File: config.mk
export PLATFORM = sky130hd
export DESIGN_NAME = drss_sequencer
export DESIGN_NICKNAME = d
export VERILOG_FILES = /design/src/core/drss_pkg.sv /design/src/core/drss_tick_gen.sv /design/src/core/drss_sequencer.sv
export SDC_FILE = /design/constraint.sdc
export NUM_CORES = 1
export LEC_CHECK = 0
export BUFFER_PORTS_ARGS = -buffer_cell sky130_fd_sc_hd__buf_4
export CORE_AREA = 2 2 153 155
export DETAILED_ROUTE_END_ITERATION = 8
export DIE_AREA = 0 0 155 157
export PLACE_DENSITY = 0.89
export RECOVER_POWER = 100
export SYNTH_ARGS = -nofsm -noshare
export SYNTH_HDL_FRONTEND = slang
export SYNTH_SLANG_ARGS = --single-unit
File: constraint.sdc
create_clock -name MCLK_I -period 4.2 [get_ports MCLK_I]
set_input_delay 1.05 -clock MCLK_I [delete_from_list [all_inputs] [get_ports MCLK_I]]
set_output_delay 1.05 -clock MCLK_I [all_outputs]
set_load 0.005 [all_outputs]
File: src/core/drss_pkg.sv
package drss_pkg;

  // Clock and tick timing
  localparam int unsigned CLK_PERIOD_PS = 8000;
  localparam longint unsigned HUND_TICK_PS = 64'd10_000_000_000;
  localparam int unsigned HUND_TICK_CYC =
    int'(HUND_TICK_PS / CLK_PERIOD_PS);
  localparam int unsigned HUNDS_PER_TENTH = 10;

  // Register interface
  localparam int unsigned ADDR_W = 4;
  localparam int unsigned DATA_W = 16;

  localparam logic [ADDR_W-1:0] REG_CTRL = 4'h0;
  localparam logic [ADDR_W-1:0] REG_STOP_SRC = 4'h1;
  localparam logic [ADDR_W-1:0] REG_STOP_TIME = 4'h2;
  localparam logic [ADDR_W-1:0] REG_PON_PROT = 4'h3;
  localparam logic [ADDR_W-1:0] REG_UF_ACTION = 4'h4;
  localparam logic [ADDR_W-1:0] REG_WAKE_DLY = 4'h5;
  localparam logic [ADDR_W-1:0] REG_PL_RESTART = 4'h6;
  localparam logic [ADDR_W-1:0] REG_RESTART_WAIT = 4'h7;
  localparam logic [ADDR_W-1:0] REG_START_DLY = 4'h8;
  localparam logic [ADDR_W-1:0] REG_SLEEP_DLY = 4'h9;
  localparam logic [ADDR_W-1:0] REG_STATUS = 4'ha;

  // Control register fields
  localparam int unsigned CTRL_TERM_BIT = 0;
  localparam int unsigned CTRL_VF_BIT = 1;
  localparam int unsigned CTRL_RUN_BIT = 2;

  // Status register fields
  localparam int unsigned STAT_STOPPED_BIT = 8;
  localparam int unsigned STAT_BELOW_BIT = 9;

  // Underfrequency action digits
  localparam logic [3:0] UF_RUN_AT_LIMIT = 4'h0;
  localparam logic [3:0] UF_STOP = 4'h1;
  localparam logic [3:0] UF_SLEEP = 4'h2;
  localparam logic [3:0] UF_COAST = 4'h0;
  localparam logic [3:0] UF_DECEL = 4'h1;

  // Setting limits, in ticks, and the largest underfrequency action code
  localparam logic [DATA_W-1:0] STOP_TIME_MAX = 16'h2710;
  localparam logic [DATA_W-1:0] WAKE_DLY_MAX = 16'h8ca0;
  localparam logic [DATA_W-1:0] START_DLY_MAX = 16'h1770;
  localparam logic [DATA_W-1:0] SLEEP_DLY_MAX = 16'h8ca0;
  localparam logic [DATA_W-1:0] UF_ACTION_MAX = 16'h0012;

  // Reset values
  localparam logic [DATA_W-1:0] CTRL_RST = 16'h0001;
  localparam logic [DATA_W-1:0] STOP_TIME_RST = 16'h0032;
  localparam logic [DATA_W-1:0] RESTART_WAIT_RST = 16'h000a;
  localparam logic [DATA_W-1:0] ZERO_RST = 16'h0000;

  typedef struct packed {
    logic term_chan;
    logic vf_mode;
    logic sw_run;
    logic stop_src_meas;
    logic [DATA_W-1:0] stop_time;
    logic pon_unprotect;
    logic [7:0] uf_action;
    logic [DATA_W-1:0] wake_dly;
    logic pl_restart;
    logic [DATA_W-1:0] restart_wait;
    logic [DATA_W-1:0] start_dly;
    logic [DATA_W-1:0] sleep_dly;
  } drss_cfg_type;

  typedef enum logic [7:0] {
    ST_INIT = 8'h01,
    ST_IDLE = 8'h02,
    ST_PROT = 8'h04,
    ST_RESTART = 8'h08,
    ST_START_DLY = 8'h10,
    ST_RUN = 8'h20,
    ST_SLEEP_DLY = 8'h40,
    ST_HALT = 8'h80
  } drss_state_type;

endpackage

File: src/core/drss_tick_gen.sv
`timescale 1ns/1ps
`default_nettype none
module drss_tick_gen
  import drss_pkg::*;
#(
  parameter int unsigned HUND_CYC = HUND_TICK_CYC
) (
  input wire logic clk_i,
  input wire logic rst_b_i,
  output logic hund_o,
  output logic tenth_o
);

  if (HUND_CYC < 2) begin : g_chk
    $error("HUND_CYC must be at least 2");
  end

  logic [31:0] cyc_q;
  logic [3:0] hund_cnt_q;

  ////////////////////////////////////////////////////////////////////////
  // Hundredth-second divider
  always_ff @(posedge clk_i or negedge rst_b_i) begin
    if (!rst_b_i) begin
      cyc_q <= 32'h0;
      hund_o <= 1'b0;
    end else if (cyc_q == 32'(HUND_CYC - 1)) begin
      cyc_q <= 32'h0;
      hund_o <= 1'b1;
    end else begin
      cyc_q <= cyc_q + 32'h1;
      hund_o <= 1'b0;
    end
  end

  ////////////////////////////////////////////////////////////////////////
  // Tenth-second divider
  always_ff @(posedge clk_i or negedge rst_b_i) begin
    if (!rst_b_i) begin
      hund_cnt_q <= 4'h0;
      tenth_o <= 1'b0;
    end else if (hund_o && hund_cnt_q == 4'(HUNDS_PER_TENTH - 1)) begin
      hund_cnt_q <= 4'h0;
      tenth_o <= 1'b1;
    end else begin
      if (hund_o) begin
        hund_cnt_q <= hund_cnt_q + 4'h1;
      end
      tenth_o <= 1'b0;
    end
  end

endmodule
`default_nettype wire

File: src/core/drss_sequencer.sv
// The register addresses and the strobed register port were chosen for this implementation.
`timescale 1ns/1ps
`default_nettype none
module drss_sequencer
  import drss_pkg::*;
#(
  parameter int unsigned HUND_CYC = HUND_TICK_CYC
) (
  input wire logic MCLK_I,
  input wire logic RST_B_I,
  input wire logic [ADDR_W-1:0] ADDR_I,
  input wire logic [DATA_W-1:0] WDATA_I,
  input wire logic WR_I,
  input wire logic RD_I,
  output logic [DATA_W-1:0] RDATA_O,
  input wire logic RUN_TERM_I,
  input wire logic INIT_DONE_I,
  input wire logic [DATA_W-1:0] SET_FREQ_I,
  input wire logic [DATA_W-1:0] LOWER_LIMIT_I,
  input wire logic [DATA_W-1:0] CMD_SPEED_I,
  input wire logic [DATA_W-1:0] MEAS_SPEED_I,
  input wire logic [DATA_W-1:0] STOP_SPEED_I,
  output logic RUN_O,
  output logic AT_LIMIT_O,
  output logic COAST_O,
  output logic DECEL_O,
  output logic SLEEP_O,
  output logic PROTECT_O,
  output logic STOPPED_O
);

  function automatic logic reached(input logic [DATA_W-1:0] cnt,
                                   input logic [DATA_W-1:0] lim);
    reached = (cnt >= lim);
  endfunction

  function automatic logic [DATA_W-1:0] inc_sat(
      input logic [DATA_W-1:0] cnt);
    inc_sat = (&cnt) ? cnt : cnt + 16'h1;
  endfunction

  drss_cfg_type cfg_q;
  drss_state_type state_q, state_d;
  logic [2:0] term_sync_q;
  logic term_q;
  logic pwr_run_q;
  logic hund_tick, tenth_tick;
  logic [DATA_W-1:0] tmr_q, wake_q, stop_tmr_q;
  logic run_req, below, stop_cond;
  logic [3:0] uf_low, uf_high;
  logic [DATA_W-1:0] wake_target;

  drss_tick_gen #(
    .HUND_CYC(HUND_CYC)
  ) u_tick (
    .clk_i(MCLK_I),
    .rst_b_i(RST_B_I),
    .hund_o(hund_tick),
    .tenth_o(tenth_tick)
  );

  ////////////////////////////////////////////////////////////////////////
  // Run terminal synchroniser
  always_ff @(posedge MCLK_I or negedge RST_B_I) begin
    if (!RST_B_I) begin
      term_sync_q <= 3'h0;
      term_q <= 1'b0;
    end else begin
      term_sync_q <= {term_sync_q[1:0], RUN_TERM_I};
      if (term_sync_q[1] == term_sync_q[2]) begin
        term_q <= term_sync_q[2];
      end
    end
  end

  // Power-up sample of the run terminal
  always_ff @(posedge MCLK_I or negedge RST_B_I) begin
    if (!RST_B_I) begin
      pwr_run_q <= 1'b0;
    end else if (state_q == ST_INIT) begin
      pwr_run_q <= cfg_q.term_chan && term_q;
    end
  end

  ////////////////////////////////////////////////////////////////////////
  // Register writes
  always_ff @(posedge MCLK_I or negedge RST_B_I) begin
    if (!RST_B_I) begin
      cfg_q.term_chan <= CTRL_RST[CTRL_TERM_BIT];
      cfg_q.vf_mode <= CTRL_RST[CTRL_VF_BIT];
      cfg_q.sw_run <= CTRL_RST[CTRL_RUN_BIT];
      cfg_q.stop_src_meas <= 1'b0;
      cfg_q.stop_time <= STOP_TIME_RST;
      cfg_q.pon_unprotect <= 1'b0;
      cfg_q.uf_action <= ZERO_RST[7:0];
      cfg_q.wake_dly <= ZERO_RST;
      cfg_q.pl_restart <= 1'b0;
      cfg_q.restart_wait <= RESTART_WAIT_RST;
      cfg_q.start_dly <= ZERO_RST;
      cfg_q.sleep_dly <= ZERO_RST;
    end else if (WR_I) begin
      unique case (ADDR_I)
        REG_CTRL: begin
          cfg_q.term_chan <= WDATA_I[CTRL_TERM_BIT];
          cfg_q.vf_mode <= WDATA_I[CTRL_VF_BIT];
          cfg_q.sw_run <= WDATA_I[CTRL_RUN_BIT];
        end
        REG_STOP_SRC: cfg_q.stop_src_meas <= WDATA_I[0];
        REG_STOP_TIME: begin
          if (WDATA_I <= STOP_TIME_MAX) begin
            cfg_q.stop_time <= WDATA_I;
          end
        end
        REG_PON_PROT: cfg_q.pon_unprotect <= WDATA_I[0];
        REG_UF_ACTION: begin
          if (WDATA_I <= UF_ACTION_MAX && WDATA_I[3:0] <= UF_SLEEP) begin
            cfg_q.uf_action <= WDATA_I[7:0];
          end
        end
        REG_WAKE_DLY: begin
          if (WDATA_I <= WAKE_DLY_MAX) begin
            cfg_q.wake_dly <= WDATA_I;
          end
        end
        REG_PL_RESTART: cfg_q.pl_restart <= WDATA_I[0];
        REG_RESTART_WAIT: cfg_q.restart_wait <= WDATA_I;
        REG_START_DLY: begin
          if (WDATA_I <= START_DLY_MAX) begin
            cfg_q.start_dly <= WDATA_I;
          end
        end
        REG_SLEEP_DLY: begin
          if (WDATA_I <= SLEEP_DLY_MAX) begin
            cfg_q.sleep_dly <= WDATA_I;
          end
        end
        default: begin
        end
      endcase
    end
  end

  ////////////////////////////////////////////////////////////////////////
  // Register reads
  always_ff @(posedge MCLK_I or negedge RST_B_I) begin
    if (!RST_B_I) begin
      RDATA_O <= ZERO_RST;
    end else if (RD_I) begin
      unique case (ADDR_I)
        REG_CTRL: RDATA_O <= {13'h0, cfg_q.sw_run, cfg_q.vf_mode,
                              cfg_q.term_chan};
        REG_STOP_SRC: RDATA_O <= {15'h0, cfg_q.stop_src_meas};
        REG_STOP_TIME: RDATA_O <= cfg_q.stop_time;
        REG_PON_PROT: RDATA_O <= {15'h0, cfg_q.pon_unprotect};
        REG_UF_ACTION: RDATA_O <= {8'h0, cfg_q.uf_action};
        REG_WAKE_DLY: RDATA_O <= cfg_q.wake_dly;
        REG_PL_RESTART: RDATA_O <= {15'h0, cfg_q.pl_restart};
        REG_RESTART_WAIT: RDATA_O <= cfg_q.restart_wait;
        REG_START_DLY: RDATA_O <= cfg_q.start_dly;
        REG_SLEEP_DLY: RDATA_O <= cfg_q.sleep_dly;
        REG_STATUS: RDATA_O <= {6'h0, below, STOPPED_O, state_q};
        default: RDATA_O <= ZERO_RST;
      endcase
    end else begin
      RDATA_O <= ZERO_RST;
    end
  end

  ////////////////////////////////////////////////////////////////////////
  // Conditions
  assign run_req = cfg_q.term_chan ? term_q : cfg_q.sw_run;
  assign below = (LOWER_LIMIT_I != ZERO_RST) &&
                 (SET_FREQ_I < LOWER_LIMIT_I);
  assign uf_low = cfg_q.uf_action[3:0];
  assign uf_high = cfg_q.uf_action[7:4];
  assign wake_target = (uf_low == UF_SLEEP) ? cfg_q.wake_dly
                                            : ZERO_RST;
  assign stop_cond = (cfg_q.stop_src_meas && !cfg_q.vf_mode) ?
                     (MEAS_SPEED_I <= STOP_SPEED_I) :
                     (CMD_SPEED_I <= STOP_SPEED_I);

  ////////////////////////////////////////////////////////////////////////
  // Stop speed detection
  always_ff @(posedge MCLK_I or negedge RST_B_I) begin
    if (!RST_B_I) begin
      stop_tmr_q <= ZERO_RST;
      STOPPED_O <= 1'b0;
    end else if (!stop_cond) begin
      stop_tmr_q <= ZERO_RST;
      STOPPED_O <= 1'b0;
    end else begin
      if (hund_tick) begin
        stop_tmr_q <= inc_sat(stop_tmr_q);
      end
      STOPPED_O <= reached(stop_tmr_q, cfg_q.stop_time);
    end
  end

  ////////////////////////////////////////////////////////////////////////
  // Sequencer
  always_comb begin
    state_d = state_q;
    unique case (state_q)
      ST_INIT: begin
        if (INIT_DONE_I) begin
          if (!pwr_run_q) begin
            state_d = ST_IDLE;
          end else if (cfg_q.pl_restart) begin
            state_d = ST_RESTART;
          end else if (!cfg_q.pon_unprotect) begin
            state_d = ST_PROT;
          end else begin
            state_d = ST_START_DLY;
          end
        end
      end
      ST_IDLE: begin
        if (run_req) begin
          state_d = ST_START_DLY;
        end
      end
      ST_PROT: begin
        if (!run_req) begin
          state_d = ST_IDLE;
        end
      end
      ST_RESTART: begin
        if (!run_req) begin
          state_d = ST_IDLE;
        end else if (reached(tmr_q, cfg_q.restart_wait)) begin
          state_d = ST_START_DLY;
        end
      end
      ST_START_DLY: begin
        if (!run_req) begin
          state_d = ST_IDLE;
        end else if (reached(tmr_q, cfg_q.start_dly)) begin
          state_d = ST_RUN;
        end
      end
      ST_RUN: begin
        if (!run_req) begin
          state_d = ST_IDLE;
        end else if (below && uf_low == UF_STOP) begin
          state_d = ST_HALT;
        end else if (below && uf_low == UF_SLEEP) begin
          state_d = ST_SLEEP_DLY;
        end
      end
      ST_SLEEP_DLY: begin
        if (!run_req) begin
          state_d = ST_IDLE;
        end else if (!below) begin
          state_d = ST_RUN;
        end else if (reached(tmr_q, cfg_q.sleep_dly)) begin
          state_d = ST_HALT;
        end
      end
      ST_HALT: begin
        if (!run_req) begin
          state_d = ST_IDLE;
        end else if (!below && reached(wake_q, wake_target)) begin
          state_d = ST_START_DLY;
        end
      end
      default: state_d = ST_INIT;
    endcase
  end

  always_ff @(posedge MCLK_I or negedge RST_B_I) begin
    if (!RST_B_I) begin
      state_q <= ST_INIT;
    end else begin
      state_q <= state_d;
    end
  end

  // Shared state timer, tenth-second ticks
  always_ff @(posedge MCLK_I or negedge RST_B_I) begin
    if (!RST_B_I) begin
      tmr_q <= ZERO_RST;
    end else if (state_d != state_q) begin
      tmr_q <= ZERO_RST;
    end else if (tenth_tick) begin
      tmr_q <= inc_sat(tmr_q);
    end
  end

  // Accumulated above-limit time while halted
  always_ff @(posedge MCLK_I or negedge RST_B_I) begin
    if (!RST_B_I) begin
      wake_q <= ZERO_RST;
    end else if (state_q != ST_HALT) begin
      wake_q <= ZERO_RST;
    end else if (tenth_tick && !below) begin
      wake_q <= inc_sat(wake_q);
    end
  end

  ////////////////////////////////////////////////////////////////////////
  // Outputs
  always_ff @(posedge MCLK_I or negedge RST_B_I) begin
    if (!RST_B_I) begin
      RUN_O <= 1'b0;
      AT_LIMIT_O <= 1'b0;
      COAST_O <= 1'b0;
      DECEL_O <= 1'b0;
      SLEEP_O <= 1'b0;
      PROTECT_O <= 1'b0;
    end else begin
      RUN_O <= (state_d == ST_RUN) || (state_d == ST_SLEEP_DLY);
      AT_LIMIT_O <= (state_d == ST_RUN) && below &&
                    (uf_low == UF_RUN_AT_LIMIT);
      COAST_O <= (state_d == ST_HALT) && (uf_high == UF_COAST);
      DECEL_O <= (state_d == ST_HALT) && (uf_high == UF_DECEL);
      SLEEP_O <= (state_d == ST_HALT) && (uf_low == UF_SLEEP);
      PROTECT_O <= (state_d == ST_PROT);
    end
  end

endmodule
`default_nettype wire

==> impl_metrics.py <==
metrics = {
    "clock_tree": {
        "clk_latency_ns": 0.52,
        "hold_buffers": 0,
        "htree_levels": 1,
        "cts_root_buf": "clkbuf_16",
        "cts_resized": 0,
        "clk_pin_slew_worst_paths_ns": 0.07,
        "clockBufferDepth": 3,
        "postCtsSetupBuffers": 0,
        "cts_tree": "done",
        "cts.sinks": 216,
        "cts_buffers": 24,
    },
    "logic_synthesis": {
        "synth-edff-count": 0,
        "ys_seq_area_frac": 0.405,
        "syn-num-nets": 1596,
        "synthArstFlopShare": 1.00,
        "synth_most_common_cell": "dfrtp_1",
        "synthTopCellsByArea": "dfrtp_1 39%, ha_1 12%, mux2_2 3.7%",
        "syn_inst": 1357,
        "synth_largest_area_cell": "dfrtp_1",
        "ys_seq_elements": 216,
        "synth_top_area_share": 0.391,
        "syn_avg_cell_area_um2": 9.86,
        "synth.top_cells.by_count": "209 x dfrtp_1, 133 x ha_1, 110 x inv_1",
        "syn_area_um2": 13400,
        "ys_warn_count": 0,
        "synth_flop_cell": "dfrtp_1",
        "yosysUniqueCellTypes": 82,
    },
    "layout": {
        "design_area_um2": 15200,
        "drive_gt1_frac": 0.158,
        "diodes": 0,
        "area_growth_pct": 13.9,
        "fill_cells": 1634,
        "nets": 1731,
    },
    "floorplan": {
        "floorplan.die.width_um": 155,
        "core_area_um2": 22500,
        "num_io_pins": 129,
        "die_area_um2": 24300,
        "die_y_um": 157,
        "core.rowCount": 55,
        "start_util": 0.594,
    },
    "setup_path": {
        "critPathLaunchType": "input pin",
        "required_ns": 4.59,
        "worstPathMaxFanout": 17,
        "critical_path_class": "in -> reg",
        "worst_ep_arrival_time_ns": 4.29,
        "cp-end-kind": "register",
        "rrSetupSlack_ns": 0.54,
    },
    "global_route": {
        "grt_max_degree": 84,
        "antenna_found_initial": 1,
        "grt_pass1_wl_mm": 58.7,
        "grt_overflow": 0,
        "grt_pass1_vias": 11500,
        "grt_use_total": 0.300,
    },
    "drt": {
        "dr.pass1.iters": 6,
        "first_iter_violations": 1103,
        "wl_mm": 35.8,
        "drc": 0,
        "wl_per_cell_um": 20.0,
        "drtAntennaViolNets": 0,
        "vias": 11300,
        "avgViaCountPerCell": 6.30,
    },
    "timing": {
        "maxSlewHeadroom": -0.374,
        "fin_crit_ns": 3.90,
        "setup_viol": 0,
        "hold_viol_final": 0,
        "rsz0062_at_grt": "no",
        "clock.fmax_mhz": 256,
        "final.period_utilization": 0.929,
        "maxSlewViolCount": 84,
        "fin_worst_skew_ns": 0.0112,
        "final.setup.tns_ns": 0,
        "tightest_slew_ns": 2.06,
    },
    "power_and_ir_drop": {
        "power.density_nw_per_um2": 374,
        "peakVddDrop_v": 0.000256,
        "p_leak_nw": 7.35,
    },
    "worst_hold_path": {
        "hold_path_class": "reg -> reg",
    },
    "placement": {
        "portBuffers": 128,
        "placed_area_um2": 14700,
        "gp_congestion": 0.924,
        "dpl.hpwl_mm": 26.6,
    },
    "run": {
        "maxCapViolations": 1,
    },
    "outcome": {
        "run_status": "finished with violations",
        "violations": "capacitance limit, slew limit",
    },
}
-- power breakdown --
part	leakage, nW	switching [mW]	internal, mW	total, mW
clock	0.393	0.860	1.27	2.13
combinational	4.17	0.610	0.452	1.06
sequential	2.79	0.232	2.28	2.52
total	7.35	1.70	4.00	5.71
-- final cells by class --
type,instances,area [um2],area share
clock inverter,11,120,0.00788
tap,285,357,0.0234
multi-input combinational,987,7190,0.472
sequential,216,5410,0.355
clock buffer,32,682,0.0447
timing repair buffer,152,1060,0.0695
inverter,111,417,0.0273
-- path summary, 6_finish.rpt --
path | from | endpoint | depth (start not counted)
max in group asynchronous | RST_B_I | u_tick.cyc_q[21]$_DFF_PN0_ | 2
setup / recovery | WDATA_I[0] | cfg_q[10]$_DFFE_PN0P_ | 8
hold reg to reg | term_sync_q[0]$_DFF_PN0_ | term_sync_q[1]$_DFF_PN0_ | 0
hold / removal | term_sync_q[0]$_DFF_PN0_ | term_sync_q[1]$_DFF_PN0_ | 0
setup reg to reg | cfg_q[65]$_DFFE_PN0P_ | tmr_q[9]$_DFFE_PN0P_ | 12
min in group asynchronous | RST_B_I | PROTECT_O$_DFF_PN0_ | 1
-- through the flow --
step                power (mW)  instances  hold slack (ns)   util  setup WS [ns]
CTS                       5.76       1794            0.379  0.689          0.442
floorplan                 3.18       1357            0.331      -          0.792
global route              5.94       1794            0.378  0.677          0.208
global placement          3.57       1751            0.333  0.653          0.444
detailed placement        3.63       1751            0.350  0.653          0.327
finish                    5.71       1794            0.367  0.677          0.300
-- worst max-delay path, cell delays in order --
cell and delay (ns):
clkbuf_1 0.29, or4_1 0.68, o21a_1 0.20, o21ai_0 0.15
a21oi_1 0.10, o41ai_1 0.41, nand3_1 0.78, mux2_1 0.62
-- logic make-up (layout without fill, tap and decap cells) --
family / Yosys count / after routing / share of synthesized area
AND/OR/NAND/NOR: 443 / 443 / 0.177
AO/OA/AOI/OAI: 266 / 266 / 0.137
flip-flops: 216 / 216 / 0.405
buffers and inverters: 154 / 306 / 0.0458
adder cells (fa/ha/maj): 134 / 134 / 0.125
XOR/XNOR: 79 / 79 / 0.0517
multiplexers: 65 / 65 / 0.0587
-- cell usage in the layout (no fill, tap or decap), types with 5 or more instances in the layout --
cell / instances
ha_1: 133
clkbuf_1: 24
o21ai_0: 67
clkinv_2: 5
and2_1: 7
nand2_1: 106
clkbuf_4: 20
nor2_1: 99
a21o_1: 20
mux2_1: 16
and3_1: 18
nor3_1: 35
dfstp_2: 7
inv_1: 110
clkbuf_16: 25
xor2_1: 52
a22o_1: 6
nor2b_1: 19
xnor2_1: 27
nand4_1: 43
a22oi_1: 22
mux2i_1: 5
a31oi_1: 9
a222oi_1: 11
nand2b_1: 19
and4_1: 6
dfrtp_1: 209
o211ai_1: 9
a211oi_1: 9
a21oi_1: 50
buf_4: 109
mux2_2: 44
nor4_1: 14
and2_0: 5
o21a_1: 10
nand3_1: 39
a211o_1: 6
-- routing by layer --
layer,global-route usage,vias up,part of all wire
met3,0.0619,144,0.085
met2,0.517,559,0.48
met1,0.360,5419,0.38
li1,-,5170,-
met5,0,-,0.00036
met4,0.142,2,0.054
-- state kept, by name, indices dropped and copies added (netlist names) --
register           count
PROTECT_O              1
tmr_q                 16
term_sync_q            3
state_q                8
u_tick.cyc_q          32
u_tick.tenth_o         1
u_tick.hund_cnt_q      4
AT_LIMIT_O             1
stop_tmr_q            16
STOPPED_O              1
term_q                 1
DECEL_O                1
pwr_run_q              1
SLEEP_O                1
RDATA_O               16
wake_q                16
COAST_O                1
cfg_q                 94
RUN_O                  1
u_tick.hund_o          1
Note: power is estimated with default switching activity, not from simulation.
